**src/verilog/irq_pkg.sv**
```systemverilog
package irq_pkg;

   // Bus geometry
   localparam int ADDR_W = 8;
   localparam int DATA_W = 32;
   localparam int REG_W  = 8;

   // Register byte offsets on the bus
   localparam logic [ADDR_W-1:0] OFS_ENABLE_1     = 8'h00;
   localparam logic [ADDR_W-1:0] OFS_ENABLE_2     = 8'h04;
   localparam logic [ADDR_W-1:0] OFS_REQUEST_1    = 8'h08;
   localparam logic [ADDR_W-1:0] OFS_REQUEST_2    = 8'h0c;
   localparam logic [ADDR_W-1:0] OFS_INT_CONTROL  = 8'h10;
   localparam logic [ADDR_W-1:0] OFS_CORE_OPTIONS = 8'h14;

   // Source positions shared by enable and request registers
   localparam int BIT_TIMER1_GATE  = 7;
   localparam int BIT_ADC          = 6;
   localparam int BIT_UART_RX      = 5;
   localparam int BIT_UART_TX      = 4;
   localparam int BIT_SYNC_SERIAL  = 3;
   localparam int BIT_CAPCOMP_1    = 2;
   localparam int BIT_TIMER2_MATCH = 1;
   localparam int BIT_TIMER1_OVF   = 0;
   localparam int BIT_CAPCOMP_2    = 0;

   // Interrupt control fields
   localparam int BIT_GLOBAL_EN = 7;
   localparam int BIT_PERIPH_EN = 6;

   // Reset values
   localparam logic [REG_W-1:0] RST_ENABLE_1     = 8'h00;
   localparam logic [REG_W-1:0] RST_ENABLE_2     = 8'h00;
   localparam logic [REG_W-1:0] RST_REQUEST_1    = 8'h00;
   localparam logic [REG_W-1:0] RST_REQUEST_2    = 8'h00;
   localparam logic [REG_W-1:0] RST_INT_CONTROL  = 8'h00;
   localparam logic [REG_W-1:0] RST_CORE_OPTIONS = 8'hff;

   // Implemented bits of the second enable and request registers
   localparam logic [REG_W-1:0] MASK_SECOND = 8'h01;

   // Capture/compare unit operating mode
   typedef enum logic [1:0] {
      CC_CAPTURE = 2'b00,
      CC_COMPARE = 2'b01,
      CC_PWM     = 2'b10,
      CC_OFF     = 2'b11
   } capcomp_mode_t;

   // Classic Wishbone request from the master
   typedef struct packed {
      logic              cyc;
      logic              stb;
      logic              we;
      logic [ADDR_W-1:0] adr;
      logic [3:0]        sel;
      logic [DATA_W-1:0] dat;
   } wb_req_t;

   // Peripheral event sources, all in the core clock domain
   typedef struct packed {
      logic          timer1_gate_active;
      logic          adc_done;
      logic          uart_rx_full;
      logic          uart_tx_empty;
      logic          sync_serial_done;
      logic          capcomp_unit1_event;
      capcomp_mode_t capcomp_unit1_mode;
      logic          timer2_match;
      logic          timer1_overflow;
      logic          capcomp_unit2_event;
      capcomp_mode_t capcomp_unit2_mode;
   } periph_events_t;

endpackage

```
**src/verilog/peripheral_irq_flag_enable.sv**
```systemverilog
`timescale 1ns/1ps
// What this block does
// - No peripheral request leaves the block while the peripheral master enable is clear.
// - Every request flag sets on its event whatever any enable bit holds.
// - Enable register 1 holds eight read/write enables, gate down to timer1 overflow, reset 0.
// - Enable register 2 holds only the unit 2 enable at bit 0; bits 7..1 read zero.
// - Request register 1 uses the same bit order as enable register 1 and resets to zero.
// - The receive flag at bit 5 is read-only and follows the receive-buffer-full level.
// - The transmit flag at bit 4 is read-only and follows the transmit-buffer-empty level.
// - The gate flag at bit 7 reads 1 once the timer1 gate goes inactive, 0 while active.
// - The converter flag at bit 6 sets on conversion done and holds until written zero.
// - The serial port flag at bit 3 sets on transfer done and holds until cleared.
// - The unit 1 flag at bit 2 sets on capture or compare events and never in PWM mode.
// - The timer2 flag at bit 1 sets on a period match and holds until cleared.
// - The timer1 overflow flag at bit 0 sets on overflow and holds until written zero.
// - Request register 2 holds only the unit 2 flag at bit 0, same modes as unit 1.
// - With the global enable clear no interrupt goes out; pending flags wait for it.
module peripheral_irq_flag_enable (
   input  wire logic                   i_clk,
   input  wire logic                   i_reset_n,
   input  wire irq_pkg::wb_req_t       i_wb,
   input  wire irq_pkg::periph_events_t i_ev,
   output logic                        o_wb_ack,
   output logic [irq_pkg::DATA_W-1:0]  o_wb_dat,
   output logic                        o_peripheral_irq
);

   logic [irq_pkg::REG_W-1:0] enable_1;
   logic [irq_pkg::REG_W-1:0] enable_2;
   logic [irq_pkg::REG_W-1:0] request_1;
   logic [irq_pkg::REG_W-1:0] request_2;
   logic [irq_pkg::REG_W-1:0] int_control;
   logic [irq_pkg::REG_W-1:0] core_options;
   logic                      gate_active_q;
   logic                      access;
   logic                      wr;
   logic                      wr_req_1;
   logic                      wr_req_2;
   logic [irq_pkg::REG_W-1:0] wbyte;
   logic [irq_pkg::REG_W-1:0] set_1;
   logic [irq_pkg::REG_W-1:0] clear_1;
   logic                      set_2;
   logic [irq_pkg::REG_W-1:0] next_rdata;
   logic                      next_irq;

   // A new access is one not yet acknowledged; ack drops after one cycle
   assign access   = i_wb.cyc & i_wb.stb & ~o_wb_ack;
   assign wr       = access & i_wb.we & i_wb.sel[0];
   assign wr_req_1 = wr & (i_wb.adr == irq_pkg::OFS_REQUEST_1);
   assign wr_req_2 = wr & (i_wb.adr == irq_pkg::OFS_REQUEST_2);
   assign wbyte    = i_wb.dat[irq_pkg::REG_W-1:0];

   // Single-cycle acknowledge, also for unmapped addresses
   always_ff @(posedge i_clk or negedge i_reset_n) begin
      if (!i_reset_n) begin
         o_wb_ack <= 1'b0;
      end else begin
         o_wb_ack <= access;
      end
   end

   // Enable registers; only bit 0 of the second exists
   always_ff @(posedge i_clk or negedge i_reset_n) begin
      if (!i_reset_n) begin
         enable_1 <= irq_pkg::RST_ENABLE_1;
         enable_2 <= irq_pkg::RST_ENABLE_2;
      end else if (wr && i_wb.adr == irq_pkg::OFS_ENABLE_1) begin
         enable_1 <= wbyte;
      end else if (wr && i_wb.adr == irq_pkg::OFS_ENABLE_2) begin
         enable_2 <= wbyte & irq_pkg::MASK_SECOND;
      end
   end

   // Interrupt control and core options are plain storage here
   always_ff @(posedge i_clk or negedge i_reset_n) begin
      if (!i_reset_n) begin
         int_control  <= irq_pkg::RST_INT_CONTROL;
         core_options <= irq_pkg::RST_CORE_OPTIONS;
      end else if (wr && i_wb.adr == irq_pkg::OFS_INT_CONTROL) begin
         int_control <= wbyte;
      end else if (wr && i_wb.adr == irq_pkg::OFS_CORE_OPTIONS) begin
         core_options <= wbyte;
      end
   end

   // Previous gate level, used to see the end of an acquisition
   always_ff @(posedge i_clk or negedge i_reset_n) begin
      if (!i_reset_n) begin
         gate_active_q <= 1'b0;
      end else begin
         gate_active_q <= i_ev.timer1_gate_active;
      end
   end

   // Event decode; enables play no part in setting a flag
   always_comb begin
      set_1   = '0;
      clear_1 = '0;
      set_1[irq_pkg::BIT_TIMER1_GATE]   = gate_active_q & ~i_ev.timer1_gate_active;
      clear_1[irq_pkg::BIT_TIMER1_GATE] = i_ev.timer1_gate_active;
      set_1[irq_pkg::BIT_ADC]           = i_ev.adc_done;
      set_1[irq_pkg::BIT_UART_RX]       = i_ev.uart_rx_full;
      set_1[irq_pkg::BIT_UART_TX]       = i_ev.uart_tx_empty;
      set_1[irq_pkg::BIT_SYNC_SERIAL]   = i_ev.sync_serial_done;
      set_1[irq_pkg::BIT_CAPCOMP_1]     = i_ev.capcomp_unit1_event
         & (i_ev.capcomp_unit1_mode == irq_pkg::CC_CAPTURE
            | i_ev.capcomp_unit1_mode == irq_pkg::CC_COMPARE);
      set_1[irq_pkg::BIT_TIMER2_MATCH]  = i_ev.timer2_match;
      set_1[irq_pkg::BIT_TIMER1_OVF]    = i_ev.timer1_overflow;
   end

   // Unit 2 follows the same mode gating as unit 1
   assign set_2 = i_ev.capcomp_unit2_event
      & (i_ev.capcomp_unit2_mode == irq_pkg::CC_CAPTURE
         | i_ev.capcomp_unit2_mode == irq_pkg::CC_COMPARE);

   // Request register 1: sticky flags, and two mirrored buffer levels
   for (genvar i = 0; i < irq_pkg::REG_W; i++) begin : g_req1
      if (i == irq_pkg::BIT_UART_RX || i == irq_pkg::BIT_UART_TX) begin : g_level
         logic level_q;
         // The UART owns these levels, so software writes are ignored
         always_ff @(posedge i_clk or negedge i_reset_n) begin
            if (!i_reset_n) begin
               level_q <= irq_pkg::RST_REQUEST_1[i];
            end else begin
               level_q <= set_1[i];
            end
         end
         // These two bits of the flag vector are driven by level_q; the other bits come from sticky_flag
         assign request_1[i] = level_q;
      end else begin : g_sticky
         sticky_flag u_flag (
            .i_clk     (i_clk),
            .i_reset_n (i_reset_n),
            .i_set     (set_1[i]),
            .i_clear   (clear_1[i]),
            .i_write   (wr_req_1),
            .i_wdata   (wbyte[i]),
            .o_flag    (request_1[i])
         );
      end
   end

   // Request register 2: only bit 0 is built
   sticky_flag u_flag_unit2 (
      .i_clk     (i_clk),
      .i_reset_n (i_reset_n),
      .i_set     (set_2),
      .i_clear   (1'b0),
      .i_write   (wr_req_2),
      .i_wdata   (wbyte[irq_pkg::BIT_CAPCOMP_2]),
      .o_flag    (request_2[irq_pkg::BIT_CAPCOMP_2])
   );
   assign request_2[irq_pkg::REG_W-1:1] = '0;

   // Read decode; unmapped addresses read zero
   always_comb begin
      if (i_wb.adr == irq_pkg::OFS_ENABLE_1) begin
         next_rdata = enable_1;
      end else if (i_wb.adr == irq_pkg::OFS_ENABLE_2) begin
         next_rdata = enable_2;
      end else if (i_wb.adr == irq_pkg::OFS_REQUEST_1) begin
         next_rdata = request_1;
      end else if (i_wb.adr == irq_pkg::OFS_REQUEST_2) begin
         next_rdata = request_2;
      end else if (i_wb.adr == irq_pkg::OFS_INT_CONTROL) begin
         next_rdata = int_control;
      end else if (i_wb.adr == irq_pkg::OFS_CORE_OPTIONS) begin
         next_rdata = core_options;
      end else begin
         next_rdata = '0;
      end
   end

   // Read data is captured with the ack and held until the next read access
   always_ff @(posedge i_clk or negedge i_reset_n) begin
      if (!i_reset_n) begin
         o_wb_dat <= '0;
      end else if (access && !i_wb.we) begin
         o_wb_dat <= {{(irq_pkg::DATA_W-irq_pkg::REG_W){1'b0}}, next_rdata};
      end
   end

   // Request to the core; a flag left pending while disabled fires on re-enable
   assign next_irq = int_control[irq_pkg::BIT_GLOBAL_EN]
      & int_control[irq_pkg::BIT_PERIPH_EN]
      & (|((request_1 & enable_1) | (request_2 & enable_2)));

   // Registered so the core sees a glitch-free level
   always_ff @(posedge i_clk or negedge i_reset_n) begin
      if (!i_reset_n) begin
         o_peripheral_irq <= 1'b0;
      end else begin
         o_peripheral_irq <= next_irq;
      end
   end
endmodule

```
**src/verilog/sticky_flag.sv**
```systemverilog
`timescale 1ns/1ps
// One request flag: hardware set beats any clear in the same cycle
module sticky_flag (
   input  wire logic i_clk,
   input  wire logic i_reset_n,
   input  wire logic i_set,
   input  wire logic i_clear,
   input  wire logic i_write,
   input  wire logic i_wdata,
   output logic      o_flag
);

   // Set first so an event coinciding with a software clear is kept
   always_ff @(posedge i_clk or negedge i_reset_n) begin
      if (!i_reset_n) begin
         o_flag <= 1'b0;
      end else if (i_set) begin
         o_flag <= 1'b1;
      end else if (i_clear) begin
         o_flag <= 1'b0;
      end else if (i_write) begin
         o_flag <= i_wdata;
      end
   end

endmodule
```
**config.mk**
```make
export PLATFORM = sky130hd
export DESIGN_NAME = peripheral_irq_flag_enable
export DESIGN_NICKNAME = d
export VERILOG_FILES = /design/src/verilog/irq_pkg.sv /design/src/verilog/peripheral_irq_flag_enable.sv /design/src/verilog/sticky_flag.sv
export SDC_FILE = /design/constraint.sdc
export NUM_CORES = 1
export LEC_CHECK = 0
export ABC_AREA = 1
export BUFFER_PORTS_ARGS = -buffer_cell sky130_fd_sc_hd__buf_2
export CAP_MARGIN = 10
export CORE_ASPECT_RATIO = 0.75
export CORE_MARGIN = 5
export CORE_UTILIZATION = 50
export DETAILED_ROUTE_END_ITERATION = 7
export GPL_TIMING_DRIVEN = 0
export PLACE_DENSITY = 0.92
export SYNTH_ARGS = -nofsm -noshare
export SYNTH_HDL_FRONTEND = slang
export SYNTH_HIERARCHICAL = 1
export SYNTH_SLANG_ARGS = --single-unit
export TNS_END_PERCENT = 5
```
**constraint.sdc**
```tcl
create_clock -name i_clk -period 2.51 [get_ports i_clk]
set_input_delay 0.502 -clock i_clk [delete_from_list [all_inputs] [get_ports i_clk]]
set_output_delay 0.502 -clock i_clk [all_outputs]
set_load 0.01 [all_outputs]
```
* Word-level counts from Yosys, hierarchy flattened
Index checks and enable logic that the tools add are counted.
** Word-level totals
- Word-level logic and storage cells :: 84
- Output and inout bits :: 34
- Flip-flop bits (word level) :: 45
- Input bits :: 62
** Operators by class
- Bitwise operators :: 20
- Muxes and demuxes :: 21
- Reduce and logical (&&, ||, !) cells :: 19
- Eq/ne operators :: 7
** Operators with widths (number)
- $mux W8 :: 6
- $eq A8 B4 Y1 const B :: 2
- $eq A8 B5 Y1 const B :: 2
- $mux W1 :: 15
- $and A1 B1 Y1 :: 12
- $reduce_bool A2 Y1 :: 6
- $and A8 B8 Y8 :: 1
- $eq A8 B3 Y1 const B :: 1
- $logic_not A8 Y1 :: 1
- $or A8 B1 Y8 :: 1
- $reduce_or A8 Y1 :: 1
- $logic_and A1 B1 Y1 :: 5
- $eq A2 B1 Y1 const B :: 2
- $logic_not A2 Y1 :: 2
- $not A1 Y1 :: 4
- $reduce_and A2 Y1 :: 2
- $reduce_bool A3 Y1 :: 1
- $or A1 B1 Y1 :: 2
- $logic_not A1 Y1 :: 1

* Longest topological paths before layout
- Depth after elaboration :: 8
- Gate-level depth with buffers :: 10
- Depth with buffers taken out :: 9

* By module
Netlist, hierarchy kept.
** Modules (own cells, without submodules)
- peripheral_irq_flag_enable :: area each 2175.8 sq um, cells an instance 264, instances 1, sequential area each 960.9 sq um
- sticky_flag :: area each 60.1 sq um, cells an instance 10, instances 7, sequential area each 25.0 sq um

* Worst setup path before layout
Ideal clock, no wire load.
- Kind :: input to register
- Start point :: input i_wb[42] (netlist bit)
- End point :: register g_req1[0].g_sticky.u_flag.o_flag
- Stages on the path :: 9
- Data arrival time :: 1957 ps
- Library setup time :: 118 ps
- Path buffers :: 1
- Setup slack :: 435 ps
- Required time :: 2392 ps
- Cells stage by stage :: inv_1 -> nand2_1 -> nor2_1 -> buf_2 -> nand3_1 -> nor3_1 -> nand2_1 -> nand3_1 -> nand2_1
** On the way
- Word-level cells in the longest chain between the ends :: 3
** RTL lines
- start, declared :: RTL line peripheral_irq_flag_enable.sv:21 : input wire irq_pkg::wb_req_t i_wb,
- $eq A8 B4 Y1 :: RTL line peripheral_irq_flag_enable.sv:49 : assign wr_req_1 = wr & (i_wb.adr == irq_pkg::OFS_REQUEST_1);
- $and A1 B1 Y1 :: RTL line peripheral_irq_flag_enable.sv:49
- via wr_req_1 :: RTL line peripheral_irq_flag_enable.sv:37 : logic wr_req_1;
- $reduce_bool A2 Y1 (no line)
- end signal, assigned :: RTL line sticky_flag.sv:22 : o_flag <= i_wdata;
- end, declared :: RTL line sticky_flag.sv:10 : output logic o_flag
The timed path passes the listed nets, and every way through them passes these cells.
A chain may end at the register's enable or synchronous reset.

* Worst setup path in the final report
Same ends and word-level chain as after synthesis.

==> metrics.md <==
| Metric | Value |
|---|---|
| Outcome | `finished clean` |
| Clock root buffer | `clkbuf_8` |
| Clk Latency, worst-skew pair | `300 ps` |
| Via count | `2143` |
| Share of post-route cells with drive strength above 1 | `31.16%` |
| Initial Util | `52.40%` |
| Gp weighted congestion | `0.8717` |
| 1st-iter DRT viols | `181` |
| Drt drc | `0` |
| Fin. max-slew vios | `0` |
| Final ANT Viol Nets | `0` |
| Chip Width | `93.21 um` |
| Final HPWL DP | `4236 um` |
| Hold Path Class | `primary input to flop` |
| CP max FO | `10` |
| Largest net degree at the start of global routing | `46` |
| Yosys reg bits | `45` |
| Final net count | `475` |
| Maximum vdd ir drop | `0.0003411 V` |
| Highest clock rate | `478.0 MHz` |
| Final Non-Filler Cells | `474` |
| GRT Total Usage | `17.34%` |
| Kind of end point of the critical path | `flop` |
| Worst-path clk slew | `80 ps` |
| TritonCTS clock tree | `yes` |
| Warnings from Yosys | `6` |
| IO buf count | `42` |
| Max_slew headroom | `34.86%` |
| Htree depth | `2` |
| Die footprint | `6749 um2` |
| Hold Vio Cnt, Final | `0` |
| Vias per inst | `4.521` |
| Initial antenna violation count | `0` |
| Hold Path Origin | `i_ev[10]` |
| Core Rows | `22` |
| Core ar. | `4955 um2` |
| Fill cell count | `433` |
| Distinct cells, synth | `25` |
| Post-Route WL | `5622 um` |
| Slowest stage cell, crit path | `nor3_1` |
| First-pass GRT wire length | `9232 um` |
| Post-layout instance area | `3129 um2` |
| Power per cell area | `526.3 nW/um2` |
| CP top delay family | `simple AND/OR/NAND/NOR gates` |
| CP Launch Type | `primary input` |
| Max_cap viols | `0` |
| Critical Path RT | `2710 ps` |
| Critical Path AT | `2290 ps` |
| Area Overhead vs Synth | `20.53%` |
| CP Cell Sequence | `buf_2 > inv_1 > nand2_1 > nor2_1 > buf_2 > nand3_1 > nor3_1 > buf_2 > nand2_1 > nand3_1 > nand2_1` |
| Top-Level Pins | `96` |
| DR pass1 iterations | `4` |
| Post-Synthesis Cells | `334` |
| Buffers & Inverters on Critical Path | `4` |
| # setup viols final | `0` |
| RSZ-0062 raised after global routing | `no` |
| Kind of critical path | `primary input to flop` |
| Number of diodes | `0` |
| Vias in the first global route | `2054` |
| Final min period | `2092 ps` |
| Setup Fix Bufs, Post-CTS | `0` |
| # hold bufs at CTS | `0` |
| Placed Cells | `466` |
| R2R Path End | `g_req1[0].g_sticky.u_flag/o_flag` |
| Avg Cell Area, Syn | `7.773 um2` |
| CTS max path bufs | `2` |
| Hold endpoint | `g_req1[5].g_level.level_q` |
| Chip Height | `72.41 um` |
| Highest cell delay on the worst timing path | `390 ps` |
| Worst-margin pin slew | `977.1 ps` |
| Hold Path Depth | `1` |
| Worst r2r src | `o_wb_ack` |
| Resized Gates After CTS | `0` |
| P_leak | `1.745 nW` |
| WL/cell | `11.86 um` |
| Worst R2R Setup Slack | `530 ps` |
| Clk_skew | `3.721 ps` |
| Clk sink count | `45` |
| GRT overflow | `0` |
| Inserted Clock Buffers | `5` |
| Synthesized cell area | `2596 um2` |
| DP Area | `2995 um2` |
| Cells on worst reg2reg path | `9` |
| Final Cycle Share | `83.35%` |
| Seq/Total Area, Yosys | `43.76%` |
stage by stage:
stage / util [%] / power, mW / hold slack, ps / setup slack, ps / setup TNS, ps
2_1_floorplan: - / 0.9292 / 206.4 / 434.9 / 0
3_3_place_gp: 60.35 / 1.005 / 460.9 / -285.6 / -1653
3_5_place_dp: 60.45 / 1.013 / 462.6 / 137.7 / 0
4_1_cts: 63.16 / 1.660 / 289.1 / 455.1 / 0
5_1_grt: 63.16 / 1.722 / 287.6 / 309.3 / 0
6_report: 63.16 / 1.647 / 300.3 / 417.9 / 0
cells in the mapped netlist:
library cell / instances / share of area [%]
a21oi_1: 1 / 0.19
a221oi_1: 1 / 0.34
a22o_1: 2 / 0.67
buf_2: 2 / 0.39
buf_4: 24 / 6.9
buf_6: 3 / 1.3
conb_1: 1 / 0.14
dfrtp_1: 37 / 36
dfstp_2: 8 / 8.1
inv_1: 59 / 8.5
inv_2: 5 / 0.72
nand2_1: 88 / 13
nand2_2: 3 / 0.72
nand2_4: 4 / 1.7
nand3_1: 29 / 5.6
nor2_1: 33 / 4.8
nor2_2: 2 / 0.48
nor2_4: 3 / 1.3
nor2_8: 1 / 0.77
nor3_1: 1 / 0.19
nor3_2: 1 / 0.39
o2111ai_1: 1 / 0.34
o21ai_0: 1 / 0.19
o21ai_1: 2 / 0.39
o21ai_2: 22 / 7.4
per-layer routing:
metal  global-route usage [%]  up-vias  share of wire, %  wire [um]
met2                    28.97       84                46       2570
met4                    4.553        0              0.78         44
met3                    4.663        7               8.5        477
met5                        0        -                 0          0
li1                         -     1113                 -          -
met1                    22.45      939                45       2530
cells by family after synthesis:
kind of cell / synth area share [%]
AND/OR/NAND/NOR: 28.67
buffers and inverters: 17.88
flip-flops: 43.76
AO/OA/AOI/OAI: 9.542
other: 0.1444
report_power, final:
part           internal (mW)  switching, mW
sequential             0.762         0.0218
clock                  0.395          0.252
combinational         0.0896          0.126
total                   1.25          0.400
worst max-delay path by stage:
stage,start,end,slack (ps),cells after the start
global placement,i_wb[42],g_req1[0].g_sticky.u_flag/o_flag,-290,10
detailed placement,i_wb[42],g_req1[0].g_sticky.u_flag/o_flag,140,11
global route,i_wb[42],g_req1[2].g_sticky.u_flag/o_flag,310,11
floorplan,i_wb[42],g_req1[0].g_sticky.u_flag/o_flag,430,9
CTS,i_wb[42],g_req1[0].g_sticky.u_flag/o_flag,460,11
finish,i_wb[42],g_req1[0].g_sticky.u_flag/o_flag,420,11
placed cells by master (no fill, tap or decap):
cell type | synthesis | final
a21oi_1 | 1 | 1
a221oi_1 | 1 | 1
a22o_1 | 2 | 2
buf_2 | 2 | 45
buf_4 | 24 | 24
buf_6 | 3 | 3
bufinv_16 | 0 | 2
clkbuf_8 | 0 | 5
clkinv_2 | 0 | 1
conb_1 | 1 | 30
dfrtp_1 | 37 | 37
dfstp_2 | 8 | 8
inv_1 | 59 | 59
inv_2 | 5 | 5
nand2_1 | 88 | 88
nand2_2 | 3 | 3
nand2_4 | 4 | 4
nand3_1 | 29 | 29
nor2_1 | 33 | 33
nor2_2 | 2 | 2
nor2_4 | 3 | 3
nor2_8 | 1 | 1
nor3_1 | 1 | 1
nor3_2 | 1 | 1
o2111ai_1 | 1 | 1
o21ai_0 | 1 | 1
o21ai_1 | 2 | 2
o21ai_2 | 22 | 22
final cells by class:
type / count / area [um2] / area share [%]
Sequential cell: 45 / 1136 / 36.31
Multi-Input combinational cell: 225 / 1105 / 35.31
Inverter: 64 / 240.2 / 7.677
Buffer: 29 / 224.0 / 7.157
Timing Repair Buffer: 43 / 215.2 / 6.877
Tap cell: 60 / 75.07 / 2.399
Clock buffer: 5 / 68.82 / 2.199
Clock inverter: 3 / 65.06 / 2.079
registers in the layout, indices dropped and copies added (netlist names):
| signal | flops |
|---|---|
| g_req1.g_sticky.u_flag/o_flag | 6 |
| gate_active_q | 1 |
| o_wb_dat | 8 |
| o_wb_ack | 1 |
| core_options | 8 |
| u_flag_unit2/o_flag | 1 |
| enable_2 | 1 |
| g_req1.g_level.level_q | 2 |
| o_peripheral_irq | 1 |
| int_control | 8 |
| enable_1 | 8 |
Note: power is estimated with default switching activity, not from simulation.
